File: src/design/dlc_pkg.sv
/*
 * Constants and types shared by the loop configuration block.
 * Assumes a 50 MHz system clock and a byte-wide register port.
 */
package dlc_pkg;

	// ----------------------------------------------------------
	// Register byte addresses
	// ----------------------------------------------------------
	localparam logic [15:0] ADDR_MODE     = 16'h0023;
	localparam logic [15:0] ADDR_WIN      = 16'h0024;
	localparam logic [15:0] ADDR_INT_HI   = 16'h0025;
	localparam logic [15:0] ADDR_INT_LO   = 16'h0026;
	localparam logic [15:0] ADDR_FRAC_HI  = 16'h0028;
	localparam logic [15:0] ADDR_FRAC_MID = 16'h0029;
	localparam logic [15:0] ADDR_FRAC_LO  = 16'h002a;
	localparam logic [15:0] ADDR_BW       = 16'h002d;
	localparam logic [15:0] ADDR_DAMP     = 16'h002e;

	// ----------------------------------------------------------
	// Field positions (low bit of each field)
	// ----------------------------------------------------------
	localparam int SLOPE_LSB  = 6;
	localparam int HOLD_LSB   = 3;
	localparam int AVG_BIT    = 1;
	localparam int FAST_BIT   = 0;
	localparam int TRKD_LSB   = 5;
	localparam int ACQD_LSB   = 2;
	localparam int GAIN_LSB   = 0;
	localparam int TRKBW_LSB  = 4;
	localparam int ACQUIRE_BANDWIDTH_CODE_LSB  = 0;

	// ----------------------------------------------------------
	// Reset values
	// ----------------------------------------------------------
	localparam logic [2:0]  RST_TRKD  = 3'h3;
	localparam logic [2:0]  RST_ACQD  = 3'h3;
	localparam logic [1:0]  RST_GAIN  = 2'h1;
	localparam logic [1:0]  RST_SLOPE = 2'h0;
	localparam logic [1:0]  RST_HOLD  = 2'h0;
	localparam logic        RST_AVG   = 1'h0;
	localparam logic        RST_FAST  = 1'h0;
	localparam logic [7:0]  RST_WIN   = 8'h3f;
	localparam logic [8:0]  RST_INT   = 9'h02d;
	localparam logic [20:0] RST_FRAC  = 21'h000000;
	localparam logic [3:0]  RST_BW    = 4'h7;

	// ----------------------------------------------------------
	// Widths, timing and fixed values
	// ----------------------------------------------------------
	localparam int FREQ_W     = 24;
	localparam int PHERR_W    = 12;
	localparam int TICK_W     = 23;
	localparam int AVG_SHIFT  = 4;
	localparam int CLK_HZ     = 50_000_000;
	localparam int HIST_MS    = 100;
	localparam int HIST_CYC   = CLK_HZ / 1000 * HIST_MS;
	localparam int SLOPE_FAST_US = 64;
	localparam int SLOPE_SLOW_US = 11;
	localparam logic [15:0] SLOPE_FAST_NS = 16'(SLOPE_FAST_US * 1000);
	localparam logic [15:0] SLOPE_SLOW_NS = 16'(SLOPE_SLOW_US * 1000);
	localparam logic [FREQ_W-1:0] CENTRE_WORD = 24'h800000;

	// Holdover estimate modes
	typedef enum logic [1:0] {
		HOLD_INSTANT = 2'h0,
		HOLD_FASTAVG = 2'h1,
		HOLD_RSVD    = 2'h2,
		HOLD_CENTRE  = 2'h3
	} dlc_hold_type;

	// Holdover estimator states
	typedef enum logic {HO_TRACK, HO_HOLD} dlc_ho_state_type;

endpackage : dlc_pkg

File: src/design/dlc_top.sv
/*
 * Digital loop configuration: register port, lock window check,
 * bandwidth and damping set selection, feedback value and holdover.
 * Assumes register port and loop signals share SYS_CLK.
 */
`timescale 1ns/1ps
`default_nettype none
module dlc_top
	import dlc_pkg::*;
#(
	parameter int HIST_CYCLES = HIST_CYC
) (
	// Clock and reset
	input  wire logic                SYS_CLK,
	input  wire logic                RESET,
	// Register port
	input  wire logic [15:0]         REG_ADDR,
	input  wire logic [7:0]          REG_WDATA,
	input  wire logic                REG_WR,
	input  wire logic                REG_RD,
	output logic [7:0]               REG_RDATA,
	// Loop measurements
	input  wire logic [PHERR_W-1:0]  PHASE_ERR,
	input  wire logic                PHASE_ERR_VALID,
	input  wire logic [FREQ_W-1:0]   FREQ_WORD,
	input  wire logic                HOLDOVER,
	// Loop settings
	output logic                     LOCKED,
	output logic [3:0]               BW_CODE,
	output logic [3:0]               DAMPING,
	output logic [2:0]               GAIN_HALVES,
	output logic [15:0]              SLOPE_LIMIT,
	output logic [29:0]              FB_VALUE,
	// Holdover
	output logic                     HOLD_ACTIVE,
	output logic [FREQ_W-1:0]        HOLD_FREQ
);
	import dlc_pkg::*;

	logic [2:0]  trkd_q, acqd_q;
	logic [1:0]  gain_q, slope_q, hold_q;
	logic        avg_q, fast_q, lock_q;
	logic [7:0]  win_q;
	logic [8:0]  int_q;
	logic [20:0] frac_q;
	logic [3:0]  trkbw_q, acquire_bandwidth_code_q;
	logic [7:0]  rdata_q;
	logic [TICK_W-1:0] tick_cnt_q;

	// Decode a damping code; 5 exists only in the acquire set
	function automatic logic [3:0] damp_val(input logic [2:0] c,
		input logic acq);
		damp_val = (c == 3'h1) ? 4'h1 :
			(c == 3'h2) ? 4'h2 :
			(c == 3'h3 && acq) ? 4'h5 :
			(c == 3'h4) ? 4'ha : 4'h0;
	endfunction : damp_val

	// ----------------------------------------------------------
	// Register port decode
	// ----------------------------------------------------------
	wire wr_mode = REG_WR && REG_ADDR == ADDR_MODE;
	wire wr_win  = REG_WR && REG_ADDR == ADDR_WIN;
	wire wr_ihi  = REG_WR && REG_ADDR == ADDR_INT_HI;
	wire wr_ilo  = REG_WR && REG_ADDR == ADDR_INT_LO;
	wire wr_fhi  = REG_WR && REG_ADDR == ADDR_FRAC_HI;
	wire wr_fmd  = REG_WR && REG_ADDR == ADDR_FRAC_MID;
	wire wr_flo  = REG_WR && REG_ADDR == ADDR_FRAC_LO;
	wire wr_bw   = REG_WR && REG_ADDR == ADDR_BW;
	wire wr_damp = REG_WR && REG_ADDR == ADDR_DAMP;

	// Read mux; reserved bits and unmapped addresses read zero
	logic [7:0] rd_mux;
	always_comb begin
		rd_mux = 8'h00;
		unique case (REG_ADDR)
			ADDR_MODE: rd_mux = {slope_q, 1'b0, hold_q, 1'b0,
				avg_q, fast_q};
			ADDR_WIN:      rd_mux = win_q;
			ADDR_INT_HI:   rd_mux = {7'h00, int_q[8]};
			ADDR_INT_LO:   rd_mux = int_q[7:0];
			ADDR_FRAC_HI:  rd_mux = {3'h0, frac_q[20:16]};
			ADDR_FRAC_MID: rd_mux = frac_q[15:8];
			ADDR_FRAC_LO:  rd_mux = frac_q[7:0];
			ADDR_BW:       rd_mux = {trkbw_q, acquire_bandwidth_code_q};
			ADDR_DAMP:     rd_mux = {trkd_q, acqd_q, gain_q};
			default:       rd_mux = 8'h00;
		endcase
	end

	// ----------------------------------------------------------
	// Configuration registers
	// ----------------------------------------------------------
	// Writes take reserved codes as given; slope and damping then decode to zero, hold mode 2 to the live word
	always_ff @(posedge SYS_CLK or posedge RESET) begin
		if (RESET) begin
			slope_q <= RST_SLOPE;
			hold_q  <= RST_HOLD;
			avg_q   <= RST_AVG;
			fast_q  <= RST_FAST;
		end else if (wr_mode) begin
			slope_q <= REG_WDATA[SLOPE_LSB +: 2];
			hold_q  <= REG_WDATA[HOLD_LSB +: 2];
			avg_q   <= REG_WDATA[AVG_BIT];
			fast_q  <= REG_WDATA[FAST_BIT];
		end
	end

	always_ff @(posedge SYS_CLK or posedge RESET) begin
		if (RESET) begin
			trkd_q <= RST_TRKD;
			acqd_q <= RST_ACQD;
			gain_q <= RST_GAIN;
		end else if (wr_damp) begin
			trkd_q <= REG_WDATA[TRKD_LSB +: 3];
			acqd_q <= REG_WDATA[ACQD_LSB +: 3];
			gain_q <= REG_WDATA[GAIN_LSB +: 2];
		end
	end

	always_ff @(posedge SYS_CLK or posedge RESET) begin
		if (RESET) begin
			trkbw_q <= RST_BW;
			acquire_bandwidth_code_q <= RST_BW;
		end else if (wr_bw) begin
			trkbw_q <= REG_WDATA[TRKBW_LSB +: 4];
			acquire_bandwidth_code_q <= REG_WDATA[ACQUIRE_BANDWIDTH_CODE_LSB +: 4];
		end
	end

	// Window zero never locks; software must avoid it
	always_ff @(posedge SYS_CLK or posedge RESET) begin
		if (RESET) win_q <= RST_WIN;
		else if (wr_win) win_q <= REG_WDATA;
	end

	// Feedback value, one byte lane per address
	always_ff @(posedge SYS_CLK or posedge RESET) begin
		if (RESET) begin
			int_q  <= RST_INT;
			frac_q <= RST_FRAC;
		end else begin
			if (wr_ihi) int_q[8]       <= REG_WDATA[0];
			if (wr_ilo) int_q[7:0]     <= REG_WDATA;
			if (wr_fhi) frac_q[20:16]  <= REG_WDATA[4:0];
			if (wr_fmd) frac_q[15:8]   <= REG_WDATA;
			if (wr_flo) frac_q[7:0]    <= REG_WDATA;
		end
	end

	// Read data lands one cycle after the strobe and then holds
	always_ff @(posedge SYS_CLK or posedge RESET) begin
		if (RESET) rdata_q <= 8'h00;
		else if (REG_RD) rdata_q <= rd_mux;
	end
	assign REG_RDATA = rdata_q;

	// ----------------------------------------------------------
	// Lock detection
	// ----------------------------------------------------------
	wire [PHERR_W-1:0] err_mag = PHASE_ERR[PHERR_W-1] ?
		PHERR_W'(-PHASE_ERR) : PHASE_ERR;
	wire in_win = win_q != 8'h00 && err_mag <= PHERR_W'(win_q);

	// Any sample outside the window drops lock at once
	always_ff @(posedge SYS_CLK or posedge RESET) begin
		if (RESET) lock_q <= 1'b0;
		else if (PHASE_ERR_VALID) lock_q <= in_win;
	end
	assign LOCKED = lock_q;

	// ----------------------------------------------------------
	// Set selection and outputs
	// ----------------------------------------------------------
	wire use_acq = fast_q && !lock_q;
	wire [3:0] bw_sel = use_acq ? acquire_bandwidth_code_q : trkbw_q;
	wire [3:0] dmp_sel = use_acq ? damp_val(acqd_q, 1'b1)
		: damp_val(trkd_q, 1'b0);
	wire [2:0] gain_sel = 3'(gain_q) + 3'h1;
	wire [15:0] slope_sel = (slope_q == 2'h1) ? SLOPE_FAST_NS :
		(slope_q == 2'h2) ? SLOPE_SLOW_NS : 16'h0000;

	// Outputs registered, one cycle behind the configuration
	always_ff @(posedge SYS_CLK or posedge RESET) begin
		if (RESET) begin
			BW_CODE     <= RST_BW;
			DAMPING     <= 4'h0;
			GAIN_HALVES <= 3'h2;
			SLOPE_LIMIT <= 16'h0000;
			FB_VALUE    <= {RST_INT, RST_FRAC};
		end else begin
			BW_CODE     <= bw_sel;
			DAMPING     <= dmp_sel;
			GAIN_HALVES <= gain_sel;
			SLOPE_LIMIT <= slope_sel;
			FB_VALUE    <= {int_q, frac_q};
		end
	end

	// ----------------------------------------------------------
	// History tick and holdover
	// ----------------------------------------------------------
	wire tick = tick_cnt_q == TICK_W'(HIST_CYCLES - 1);
	always_ff @(posedge SYS_CLK or posedge RESET) begin
		if (RESET) tick_cnt_q <= '0;
		else tick_cnt_q <= tick ? '0 : tick_cnt_q + 1'b1;
	end

	dlc_holdover u_hold (
		.clk         (SYS_CLK),
		.rst         (RESET),
		.tick        (tick),
		.freq_word   (FREQ_WORD),
		.holdover    (HOLDOVER),
		.mode        (hold_q),
		.avg_en      (avg_q),
		.hold_active (HOLD_ACTIVE),
		.hold_freq_q (HOLD_FREQ)
	);
endmodule : dlc_top
`default_nettype wire

File: src/design/dlc_holdover.sv
/*
 * Holdover estimator: keeps frequency history and picks the value
 * applied when holdover starts. Assumes the history tick is a
 * one-cycle pulse every 100 ms from the parent.
 */
`timescale 1ns/1ps
`default_nettype none
module dlc_holdover
	import dlc_pkg::*;
(
	// Clock and reset
	input  wire logic              clk,
	input  wire logic              rst,
	// Loop side
	input  wire logic              tick,
	input  wire logic [FREQ_W-1:0] freq_word,
	input  wire logic              holdover,
	// Configuration
	input  wire logic [1:0]        mode,
	input  wire logic              avg_en,
	// Result
	output logic                   hold_active,
	output logic [FREQ_W-1:0]      hold_freq_q
);
	dlc_ho_state_type state_q;
	logic [FREQ_W-1:0] hist_q;
	logic [FREQ_W-1:0] prev_q;
	logic [FREQ_W-1:0] avg_q;
	logic              seeded_q;
	logic signed [FREQ_W:0] diff;
	logic signed [FREQ_W:0] step;
	logic [FREQ_W-1:0] avg_d;
	logic [FREQ_W-1:0] est;
	logic              entry;

	// ----------------------------------------------------------
	// Averaging and selection
	// ----------------------------------------------------------
	// Exponential average; difference taken one bit wider, so it never wraps
	assign diff  = $signed({1'b0, freq_word}) - $signed({1'b0, avg_q});
	assign step  = diff >>> AVG_SHIFT;
	assign avg_d = seeded_q ? avg_q + step[FREQ_W-1:0] : freq_word;
	assign entry = holdover && (state_q == HO_TRACK);
	// Reserved mode falls back to the live word, as if not averaging
	assign est = !avg_en ? freq_word :
		(mode == HOLD_INSTANT) ? prev_q :
		(mode == HOLD_FASTAVG) ? avg_q :
		(mode == HOLD_CENTRE)  ? CENTRE_WORD : freq_word;
	assign hold_active = (state_q == HO_HOLD);

	// ----------------------------------------------------------
	// History, held at each tick outside holdover; prev_q is at least 100 ms old
	// ----------------------------------------------------------
	always_ff @(posedge clk or posedge rst) begin
		if (rst) begin
			hist_q   <= '0;
			prev_q   <= '0;
			avg_q    <= '0;
			seeded_q <= 1'b0;
		end else if (tick && !hold_active) begin
			prev_q   <= hist_q;
			hist_q   <= freq_word;
			avg_q    <= avg_d;
			seeded_q <= 1'b1;
		end
	end

	// Capture the estimate once, on entry
	always_ff @(posedge clk or posedge rst) begin
		if (rst) begin
			state_q     <= HO_TRACK;
			hold_freq_q <= '0;
		end else begin
			unique case (state_q)
				HO_TRACK: if (holdover) begin
					state_q     <= HO_HOLD;
					hold_freq_q <= est;
				end
				HO_HOLD: if (!holdover) state_q <= HO_TRACK;
			endcase
		end
	end
endmodule : dlc_holdover
`default_nettype wire

File: config.mk
export PLATFORM = sky130hd
export DESIGN_NAME = dlc_top
export DESIGN_NICKNAME = d
export VERILOG_FILES = /design/src/design/dlc_pkg.sv /design/src/design/dlc_top.sv /design/src/design/dlc_holdover.sv
export SDC_FILE = /design/constraint.sdc
export NUM_CORES = 1
export LEC_CHECK = 0
export ABC_AREA = 1
export BUFFER_PORTS_ARGS = -buffer_cell sky130_fd_sc_hd__buf_2
export CAP_MARGIN = 20
export CORE_UTILIZATION = 38
export DETAILED_ROUTE_END_ITERATION = 10
export PLACE_DENSITY = 0.59
export SLEW_MARGIN = 20
export SYNTH_ARGS = -nofsm -noshare
export SYNTH_HDL_FRONTEND = slang
export SYNTH_SLANG_ARGS = --single-unit
export TNS_END_PERCENT = 100
File: constraint.sdc
create_clock -name SYS_CLK -period 24.1 [get_ports SYS_CLK]
set_clock_uncertainty 0.05 [all_clocks]
set_input_delay 3.615 -clock SYS_CLK [delete_from_list [all_inputs] [get_ports SYS_CLK]]
set_output_delay 3.615 -clock SYS_CLK [all_outputs]
set_load 0.01 [all_outputs]
=== Word level (Yosys, flattened, before mapping) ===
Index checks and enable logic that the tools add are counted.

* Flip-flop bits (word level): 247
* Bits in latches: 0
* Bits in writable memories: 0
* Bits in read-only memories: 0
* Bits of input ports: 66
* Output and inout bits: 91
* Memories kept: 0

* Add/sub/neg operators: 5
* $mul: 0
* Divide/modulo/power cells: 0
* Order comparisons: 1
* Equality and inequality tests: 21
* Shifts and indexed selects: 0
* Multiplexer cells: 20
* Bitwise logic cells: 1
* Reduce and logical (&&, ||, !) cells: 17

{| class="wikitable"
|+ Operator list
! operator !! number
|-
| == test 16 x 6 -> 1 bit (second input constant) || 9
|-
| 2-to-1 mux 24 bit || 5
|-
| case mux 8 bit (9 select lines) || 1
|-
| 2-to-1 mux 4 bit || 9
|-
| subtractor 24 x 24 -> 25 bit || 1
|-
| adder 24 bit || 1
|-
| adder 23 x 1 -> 23 bit (second input constant) || 1
|-
| == test 23 bit (second input constant) || 1
|-
| 2-to-1 mux 23 bit || 1
|-
| 2-to-1 mux 16 bit || 1
|-
| 2-to-1 mux 14 bit || 1
|-
| <= comparator 12 x 8 -> 1 bit || 1
|-
| logical AND 1 bit || 12
|-
| 2-to-1 mux 12 bit || 1
|-
| negator 12 bit || 1
|-
| == test 3 x 2 -> 1 bit (second input constant) || 3
|-
| nonzero test 8 bit || 1
|-
| == test 3 x 1 -> 1 bit (second input constant) || 2
|-
| == test 3 bit (second input constant) || 2
|-
| == test 2 x 1 -> 1 bit (second input constant) || 2
|-
| == test 2 bit (second input constant) || 2
|-
| adder 2 x 1 -> 3 bit (second input constant) || 1
|-
| zero test 1 bit || 2
|-
| zero test 2 bit || 1
|-
| 3 further kinds || 3
|}

=== Longest topological paths before layout ===
Gate-level depths: netlist of run 1.

* Depth in word-level cells: 6
* Depth in mapped cells: 24
* Gate-level depth less buffers: 24

=== Cells and area by module ===
Synthesis of run 1 repeated with hierarchy kept, for this count alone.

* Cells, all modules: 1,724
* Area, all modules: 13,665.6 um2

{| class="wikitable"
|+ By module, submodules not included
! module !! times used !! cells each !! area each (um2)
|-
| dlc_holdover || 1 || 968 || 6,972.9
|-
| dlc_top || 1 || 756 || 6,692.7
|}

=== Least setup slack after synthesis of run 1 ===
Ideal clock, no wire load.

* Kind: in2reg
* Start: in FREQ_WORD[4]
* End: reg u_hold.avg_q[20]
* Setup time: 135 ps
* Arrival: 6,054 ps
* Required time: 23,915 ps
* Slack: 17,861 ps
* Stages on the path: 21
* Cell sequence: ha_1 > a21o_1 > a21oi_1 > nand2_1 > a21oi_1 > o21ai_0 > nand2_1 > nand2_1 > nand2_1 > nand2_1 > ha_1 > inv_1 > o21bai_1 > nor2_1 > nor2_1 > nor3_1 > nand3_1 > nand2_1 > nand2_1 > o21ai_1 > o21ai_1

* Longest elaborated chain between the ends: 3

{| class="wikitable"
|+ Ends and longest elaborated chain
! what !! line !! source
|-
| start: declaration || dlc_top.sv:25 || <nowiki>input wire logic [FREQ_W-1:0] FREQ_WORD,</nowiki>
|-
| subtractor 24 x 24 -> 25 bit || dlc_holdover.sv:40 || <nowiki>assign diff = $signed({1'b0, freq_word}) - $signed({1'b0, avg_q});</nowiki>
|-
| adder 24 bit || dlc_holdover.sv:42 || <nowiki>assign avg_d = seeded_q ? avg_q + step[FREQ_W-1:0] : freq_word;</nowiki>
|-
| 2-to-1 mux 24 bit || dlc_holdover.sv:42 ||
|-
| end signal: assignment || dlc_holdover.sv:63 || <nowiki>avg_q <= avg_d;</nowiki>
|-
| end: declaration || dlc_holdover.sv:28 || <nowiki>logic [FREQ_W-1:0] avg_q;</nowiki>
|}

Every way passes these cells.
A chain may end at the register's enable or synchronous reset.

=== Worst setup path after layout of run 1 ===
* Start: in FREQ_WORD[4]
* End: reg u_hold.avg_q[18]

Same word-level chain as after synthesis.

==> impl_results.md, run 1 <==
- Pre-Repair DR Iteration Count: 5
- Hold Crit Class: reg -> reg
- Setup TNS: 0 ns
- Final setup margin: 17.52 ns
- Antenna Nets Post-Route: 0
- Port-buffer cells: 151
- Final setup viols: 0
- Ant diodes: 0
- Vias per std cell: 5.12
- Synth top area cells: dfrtp_1, nand2_1, inv_1
- Clock Tree Buf Depth: 3
- Gpl congestion: 0.944
- Synth Area in Compound Gates: 14.7%
- Pin count of the biggest net entering global routing: between 80 and 90
- Chip width: 188 um
- Die Height: 188 um
- Core Rows: 67
- Max_slew headroom: 32.0%
- Drt total wl: 38.7 mm
- Synthesized area: 13,100 um2
- Global Route Usage Sum: between 20 and 25%
- Min cycle time layout: approximately 6.6 ns
- Startpoint Class: input port
- Final hold viol count: 0
- Sink Count: 234
- Hold_ws: 0.329 ns
- Htree depth: 1
- Post-synth top area share: 39.1%
- WS Path Type: in -> reg
- Initial drt markers: 743
- Initial Util: between 30 and 40%
- Commonest non-fill, non-tap cell in the layout: nand2_1
- Post-Syn Instances: ~1,700
- Vias in the first global route: 11,391
- First-pass GRT wire length: 62.1 mm
- Largest family of logic cells by synthesized area: simple AND/OR/NAND/NOR gates
- # hold bufs at CTS: 0
- Area of the core: 33,800 um2
- Synthesized area per cell: just under 8 um2
- Critical Path RT: around 24 ns
- Synth Area in XOR/XNOR: 2.27%
- DRC errors left: 0
- Number of synthesized register bits: 234
- CTS tree: yes
- Remaining global-route overflow: 0
- Multiplexer area fraction after synthesis: 0%
- Yosys top cell by area: dfrtp_1
- PwrDens: 60.6 nW/um2
- Period utilisation layout: 27.3%
- Simple-gate share of the synthesized area: a little under a quarter
- RSZ-0062 raised after global routing: false
- Layout cells sized above 1: between 10 and 15%
- Dpl ws: 16.93 ns
- Worst-path clk slew: 0.07 ns
- Most frequent cells in the layout: nand2_1, inv_1, dfrtp_1
- Final Max Tran Viols: 0
- Register-to-Register Path Depth: 21
- WL per Instance: 16.8 um
- Initial antenna violation count: 0
- Adder-cell share of the synthesized area: 6.16%
- Number of CTS-inserted buffers: 27
- Post_cts resized: 0
- Outcome: complete, no violations
- Area growth syn-to-layout: 15.6%
- Critical Path Start: FREQ_WORD[4]
- Worst setup EP type: register
- Critical R2R Launch: u_hold.avg_q[4]$_DFFE_PP0P_
- Dpl hpwl: 29.0 mm
- Sequential fraction of the synthesis area: about 45%
- Ys Warns: 0
- Post-CTS Setup Bufs: 0
- Clk_lat worst skew: 0.56 ns
- Netlist cell types: 49
- Hold_sp: int_q[8]$_DFFE_PP0P_
- Boundary Pins: 157
- Leakage: 0.00768 uW
- Hold Crit Depth: 0
- Die ar.: 35,300 um2
- CTS root buf: clkbuf_16
- Max rail drop VDD: just under 0.05 mV
- Worst slew pin tran: ~1 ns
- Max Clk Rate: 152 MHz
- Max-Cap Viols: 0
- Max FO, Critical Path: 5
- Fin nets: between 1,500 and 2,000
- Total number of vias: 11,795
- Worst Path Arrival: 6.96 ns
## path summary, 6_finish.rpt
path	end	slack (ns)
max reg2reg	u_hold.avg_q[18]$_DFFE_PP0P_	20.23
min reg2reg	FB_VALUE[29]$_DFF_PP0_	0.33
max in group asynchronous	frac_q[5]$_DFFE_PP0P_	19.54
min in group asynchronous	FB_VALUE[6]$_DFF_PP0_	3.09
min	FB_VALUE[29]$_DFF_PP0_	0.33
max	u_hold.avg_q[18]$_DFFE_PP0P_	17.52
## flip-flops by register name, indices dropped and copies added (netlist names), 8 cells and up
register            cells
FB_VALUE               30
int_q                   9
frac_q                 21
u_hold.hold_freq_q     24
REG_RDATA               8
u_hold.avg_q           24
u_hold.prev_q          24
win_q                   8
u_hold.hist_q          24
tick_cnt_q             23
## logic make-up after synthesis
group                    count (synthesis)
AND/OR/NAND/NOR                        745
AO/OA/AOI/OAI                          335
buffers and inverters                  282
flip-flops                             234
adder cells (fa/ha/maj)                 64
XOR/XNOR                                34
other                                    1
## critical path: stages
cell and delay [ns]:
buf_2 0.14, ha_1 0.38, nand2_1 0.12, inv_1 0.08, nand3_1 0.07, nand2_1 0.21
a21oi_1 0.15, o21ai_0 0.42, nand2_1 0.15, nand3_1 0.10, nand2_1 0.09, ha_1 0.37
nand2_1 0.12, nor2_1 0.16, inv_1 0.07, nor2_1 0.16, nand4_1 0.14, nand3_1 0.16
nor2_1 0.05, o21ai_1 0.12, o21ai_1 0.08
## cells in the mapped netlist (all sizes together)
| master | instances |
|---|---|
| nand4 | 22 |
| a22oi | 8 |
| o41ai | 2 |
| nand2 | 471 |
| a221oi | 20 |
| buf | 24 |
| nor4 | 8 |
| o221ai | 8 |
| a21o | 8 |
| or2 | 4 |
| ha | 63 |
| a21oi | 84 |
| o31ai | 2 |
| nor3 | 29 |
| o211a | 1 |
| nand3 | 65 |
| dfstp | 29 |
| o211ai | 7 |
| o21bai | 7 |
| or3 | 1 |
| nor2 | 144 |
| xor2 | 25 |
| inv | 227 |
| a31oi | 9 |
| nor3b | 1 |
| clkinv | 3 |
| o2bb2ai | 1 |
| conb | 1 |
| a211oi | 1 |
| fa | 1 |
| o21a | 3 |
| xnor2 | 9 |
| a311o | 1 |
| o21ai | 151 |
| o22ai | 22 |
| clkbuf | 28 |
| dfrtp | 205 |
## layout make-up
type | instances | area (um2)
fillers | 3504 | 18600
multi-input cells | 1183 | 6120
flip-flops and latches | 234 | 5890
inverters | 230 | 871
repair buffers | 158 | 812
clock buffers | 36 | 739
well taps | 448 | 561
clock inverters | 14 | 178
## per-stage QoR
step           cells  area [um2]  total power (uW)  util [%]
6_report        2303       15200               920      44.9
3_3_place_gp    2253       14200               502      42.2
4_1_cts         2303       15200               930      44.9
5_1_grt         2303       15200               959      44.9
2_1_floorplan   1699       13100               467         -
3_5_place_dp    2253       14300               503      42.2
## layer usage
metal	vias up	part of all wire (%)	track usage [%]
li1	5824	-	-
met1	5591	46	30.2
met2	319	46	36.7
met3	61	5.1	3.16
met4	0	2.3	5.60
met5	-	0	0
## power by group
group / switching, uW / leakage [uW] / internal, uW
logic: 64.4 / 0.00438 / 30.3
clock network: 174 / 0.000450 / 250
registers: 2.85 / 0.00286 / 398
Power figures use the tool's default switching activity.
==> inputs of run 2 (changes only) <==
- ABC_AREA: 1 -> 0
- PLACE_DENSITY: 0.59 -> 0.61
- clock period: 24.1 -> 5.46 ns (I/O delays scaled with it)
==> run 2 against run 1 <==
Hold slack got worse by 0.16 ns; largest power group unchanged; die area decreased by 7.9%; combinational power increased to 3.5 times the previous value; highest routed layer is now met5.
==> impl_results.md, run 2 <==
- Leakage: between 0.006 and 0.007 uW
- Final hold viol count: 0
- Synthesized area per cell: 9.84 um2
- Most frequent cells in the layout: nand2_1, dfrtp_1, buf_2
- Worst-path clk slew: 0.06 ns
- WS Path Type: reg -> reg
- Vias in the first global route: 8,986
- Max rail drop VDD: between 0.2 and 0.25 mV
- Worst slew pin tran: approximately 1 ns
- Startpoint Class: register
- Pin count of the biggest net entering global routing: 137
- CTS root buf: clkbuf_16
- Initial antenna violation count: 1
- Worst setup EP type: register
- Yosys top cell by area: dfrtp_1
- Total number of vias: roughly 9,000
- Drt total wl: 29.0 mm
- Synth top area cells: dfrtp_1, nand2_1, ha_1
- Clock Tree Buf Depth: 3
- Final Max Tran Viols: 0
- Predominant post-synthesis flop cell: dfrtp_1
- First-pass GRT wire length: 47.5 mm
- Dpl hpwl: 20.6 mm
- Antenna Nets Post-Route: 0
- Post-synth ARST share: 100%
- Slowest stage cell, crit path: dfrtp_1
- Sequential fraction of the synthesis area: 48.8%
- Crit-path cells: inv_1, ha_1, nand4_1, a211o_1, and2_1, o21ai_0, nand3_1, and2_1, inv_1, a21oi_1, xnor2_1, ha_1, a21o_1, a21o_1, a2111o_1, a31oi_1, nand3b_1, nor2_1, a211oi_1, o211ai_1, xnor2_1, o21ai_0
- Port-buffer cells: approximately 150
- Die ar.: 32,500 um2
- Synth cell count leaders: nand2_1, dfrtp_1, nor2_1
- Boundary Pins: 157
- Sink Count: 234
- Post_cts resized: 0
- Max-Cap Viols: 0
- Ant diodes: 0
- FF-to-FF setup slack: around 0.62 ns
- Fill cells: 2,962
- Clk_lat worst skew: 0.54 ns
- Outcome: complete, no violations
- RSZ-0062 raised after global routing: false
- Period utilisation layout: 88.6%
- Vias per std cell: roughly 5.2
- Final Instance Area: roughly 14,000 um2
- Area of the core: just over 30,000 um2
- Placed cell areas: 13,200 um2
- Htree depth: 1
- Max reg flops: 30
- Core Rows: between 60 and 70
- Number of CTS-inserted buffers: 27
- FF-to-FF End: u_hold.avg_q[22]$_DFFE_PP0P_
- Setup TNS: 0 ns
- Number of synthesized register bits: between 200 and 250
- Netlist cell types: 59
- Max FO, Critical Path: 4
- # hold bufs at CTS: 0
- CTS tree: yes
- Initial Util: between 30 and 40%
- Post-CTS Setup Bufs: 0
- Post-synth top area share: between 40% and 50%
- DRC errors left: 0
- Commonest non-fill, non-tap cell in the layout: nand2_1
- Most frequent cell after synthesis: nand2_1
- WL per Instance: about 16 um
- Min cycle time layout: 4.84 ns
- Synthesized area: 12,100 um2
- Remaining global-route overflow: 0
- Max_slew headroom: around 33%
- Final setup viols: 0
- Initial drt markers: 529
- Worst path max stage delay: 0.43 ns
- Pre-Repair DR Iteration Count: 6
- Hold Crit Class: in -> async
- Critical Path RT: 5.86 ns
- Worst Path Arrival: 5.24 ns
- Ys Warns: 0
- Area growth syn-to-layout: 16.7%
- Post-Syn Instances: approximately 1,200
- Global Route Usage Sum: between 10% and 20%
- Post-synth EDFFs: 0
- Chip width: 180 um
- Critical R2R Launch: u_hold.avg_q[5]$_DFFE_PP0P_
- Register-to-Register Path Depth: 22
- Die Height: 180 um
- Max Clk Rate: approximately 210 MHz
- Gpl congestion: 0.878
- Fin nets: 1,496
- Most flop-heavy register: FB_VALUE
- Layout cells sized above 1: a little over a fifth
- PwrDens: roughly 280 nW/um2
run 2: kinds of logic (layout without fill, tap and decap cells):
logic type / count (synthesis) / after routing / share of synthesized area [%]
fa+ha+maj: 64 / 64 / 6.69
compound gates: 234 / 234 / 12.0
other cells: 1 / 5 / 0.0310
simple gates: 417 / 417 / 15.0
mux: 97 / 97 / 8.59
buf+inv: 112 / 265 / 3.92
xor+xnor: 69 / 69 / 5.00
flops: 234 / 234 / 48.8
run 2: metrics by stage:
step / power [uW] / instances / hold WS (ns) / setup WS (ns) / util [%]
after floorplan: 2020 / 1232 / 0.309 / 0.647 / -
after global placement: 2140 / 1733 / 0.316 / 0.359 / 42.7
after detailed placement: 2140 / 1733 / 0.319 / 0.220 / 42.7
after CTS: 3970 / 1781 / 0.151 / 0.640 / 45.6
after global routing: 4080 / 1781 / 0.162 / 0.296 / 45.6
final: 3920 / 1781 / 0.168 / 0.623 / 45.6
run 2: critical path: cells and delay by family (launching register included):
kind	cells	cell delay, ns
adder cells (fa/ha/maj)	2	0.66
AO/OA/AOI/OAI	10	2.32
AND/OR/NAND/NOR	6	0.90
XOR/XNOR	2	0.27
buffers and inverters	2	0.11
flip-flops	1	0.43
run 2: per-layer routing:
metal	vias to the layer above	GRT usage, %	part of all wire, %
li1	4496	-	-
met3	47	2.79	5.1
met2	235	28.2	44
met1	4409	25.5	48
met4	2	5.33	2.6
met5	-	0	0.038
run 2: where the power goes:
part / leakage (uW) / internal (uW) / switching, uW
combinational: 0.00358 / 126 / 202
clock: 0.000437 / 1100 / 709
sequential: 0.00282 / 1760 / 16.8
run 2: layout make-up:
class / instances / area, um2 / area share (%)
Sequential cell: 234 / 5890 / 41.8
Multi-Input combinational cell: 886 / 5770 / 40.9
Timing Repair Buffer: 161 / 843 / 5.98
Clock buffer: 39 / 751 / 5.32
Tap cell: 396 / 495 / 3.51
Inverter: 56 / 214 / 1.52
Clock inverter: 9 / 139 / 0.985
run 2: how the worst max path moves through the flow:
stage	start	to	slack [ns]	cells after the start
6_report	u_hold.avg_q[5]$_DFFE_PP0P_	u_hold.avg_q[22]$_DFFE_PP0P_	0.62	22
2_1_floorplan	FREQ_WORD[7]	u_hold.avg_q[22]$_DFFE_PP0P_	0.65	21
3_3_place_gp	FREQ_WORD[7]	u_hold.avg_q[22]$_DFFE_PP0P_	0.36	22
5_1_grt	u_hold.avg_q[5]$_DFFE_PP0P_	u_hold.avg_q[22]$_DFFE_PP0P_	0.30	22
3_5_place_dp	FREQ_WORD[7]	u_hold.avg_q[22]$_DFFE_PP0P_	0.22	22
4_1_cts	u_hold.avg_q[5]$_DFFE_PP0P_	u_hold.avg_q[22]$_DFFE_PP0P_	0.64	22
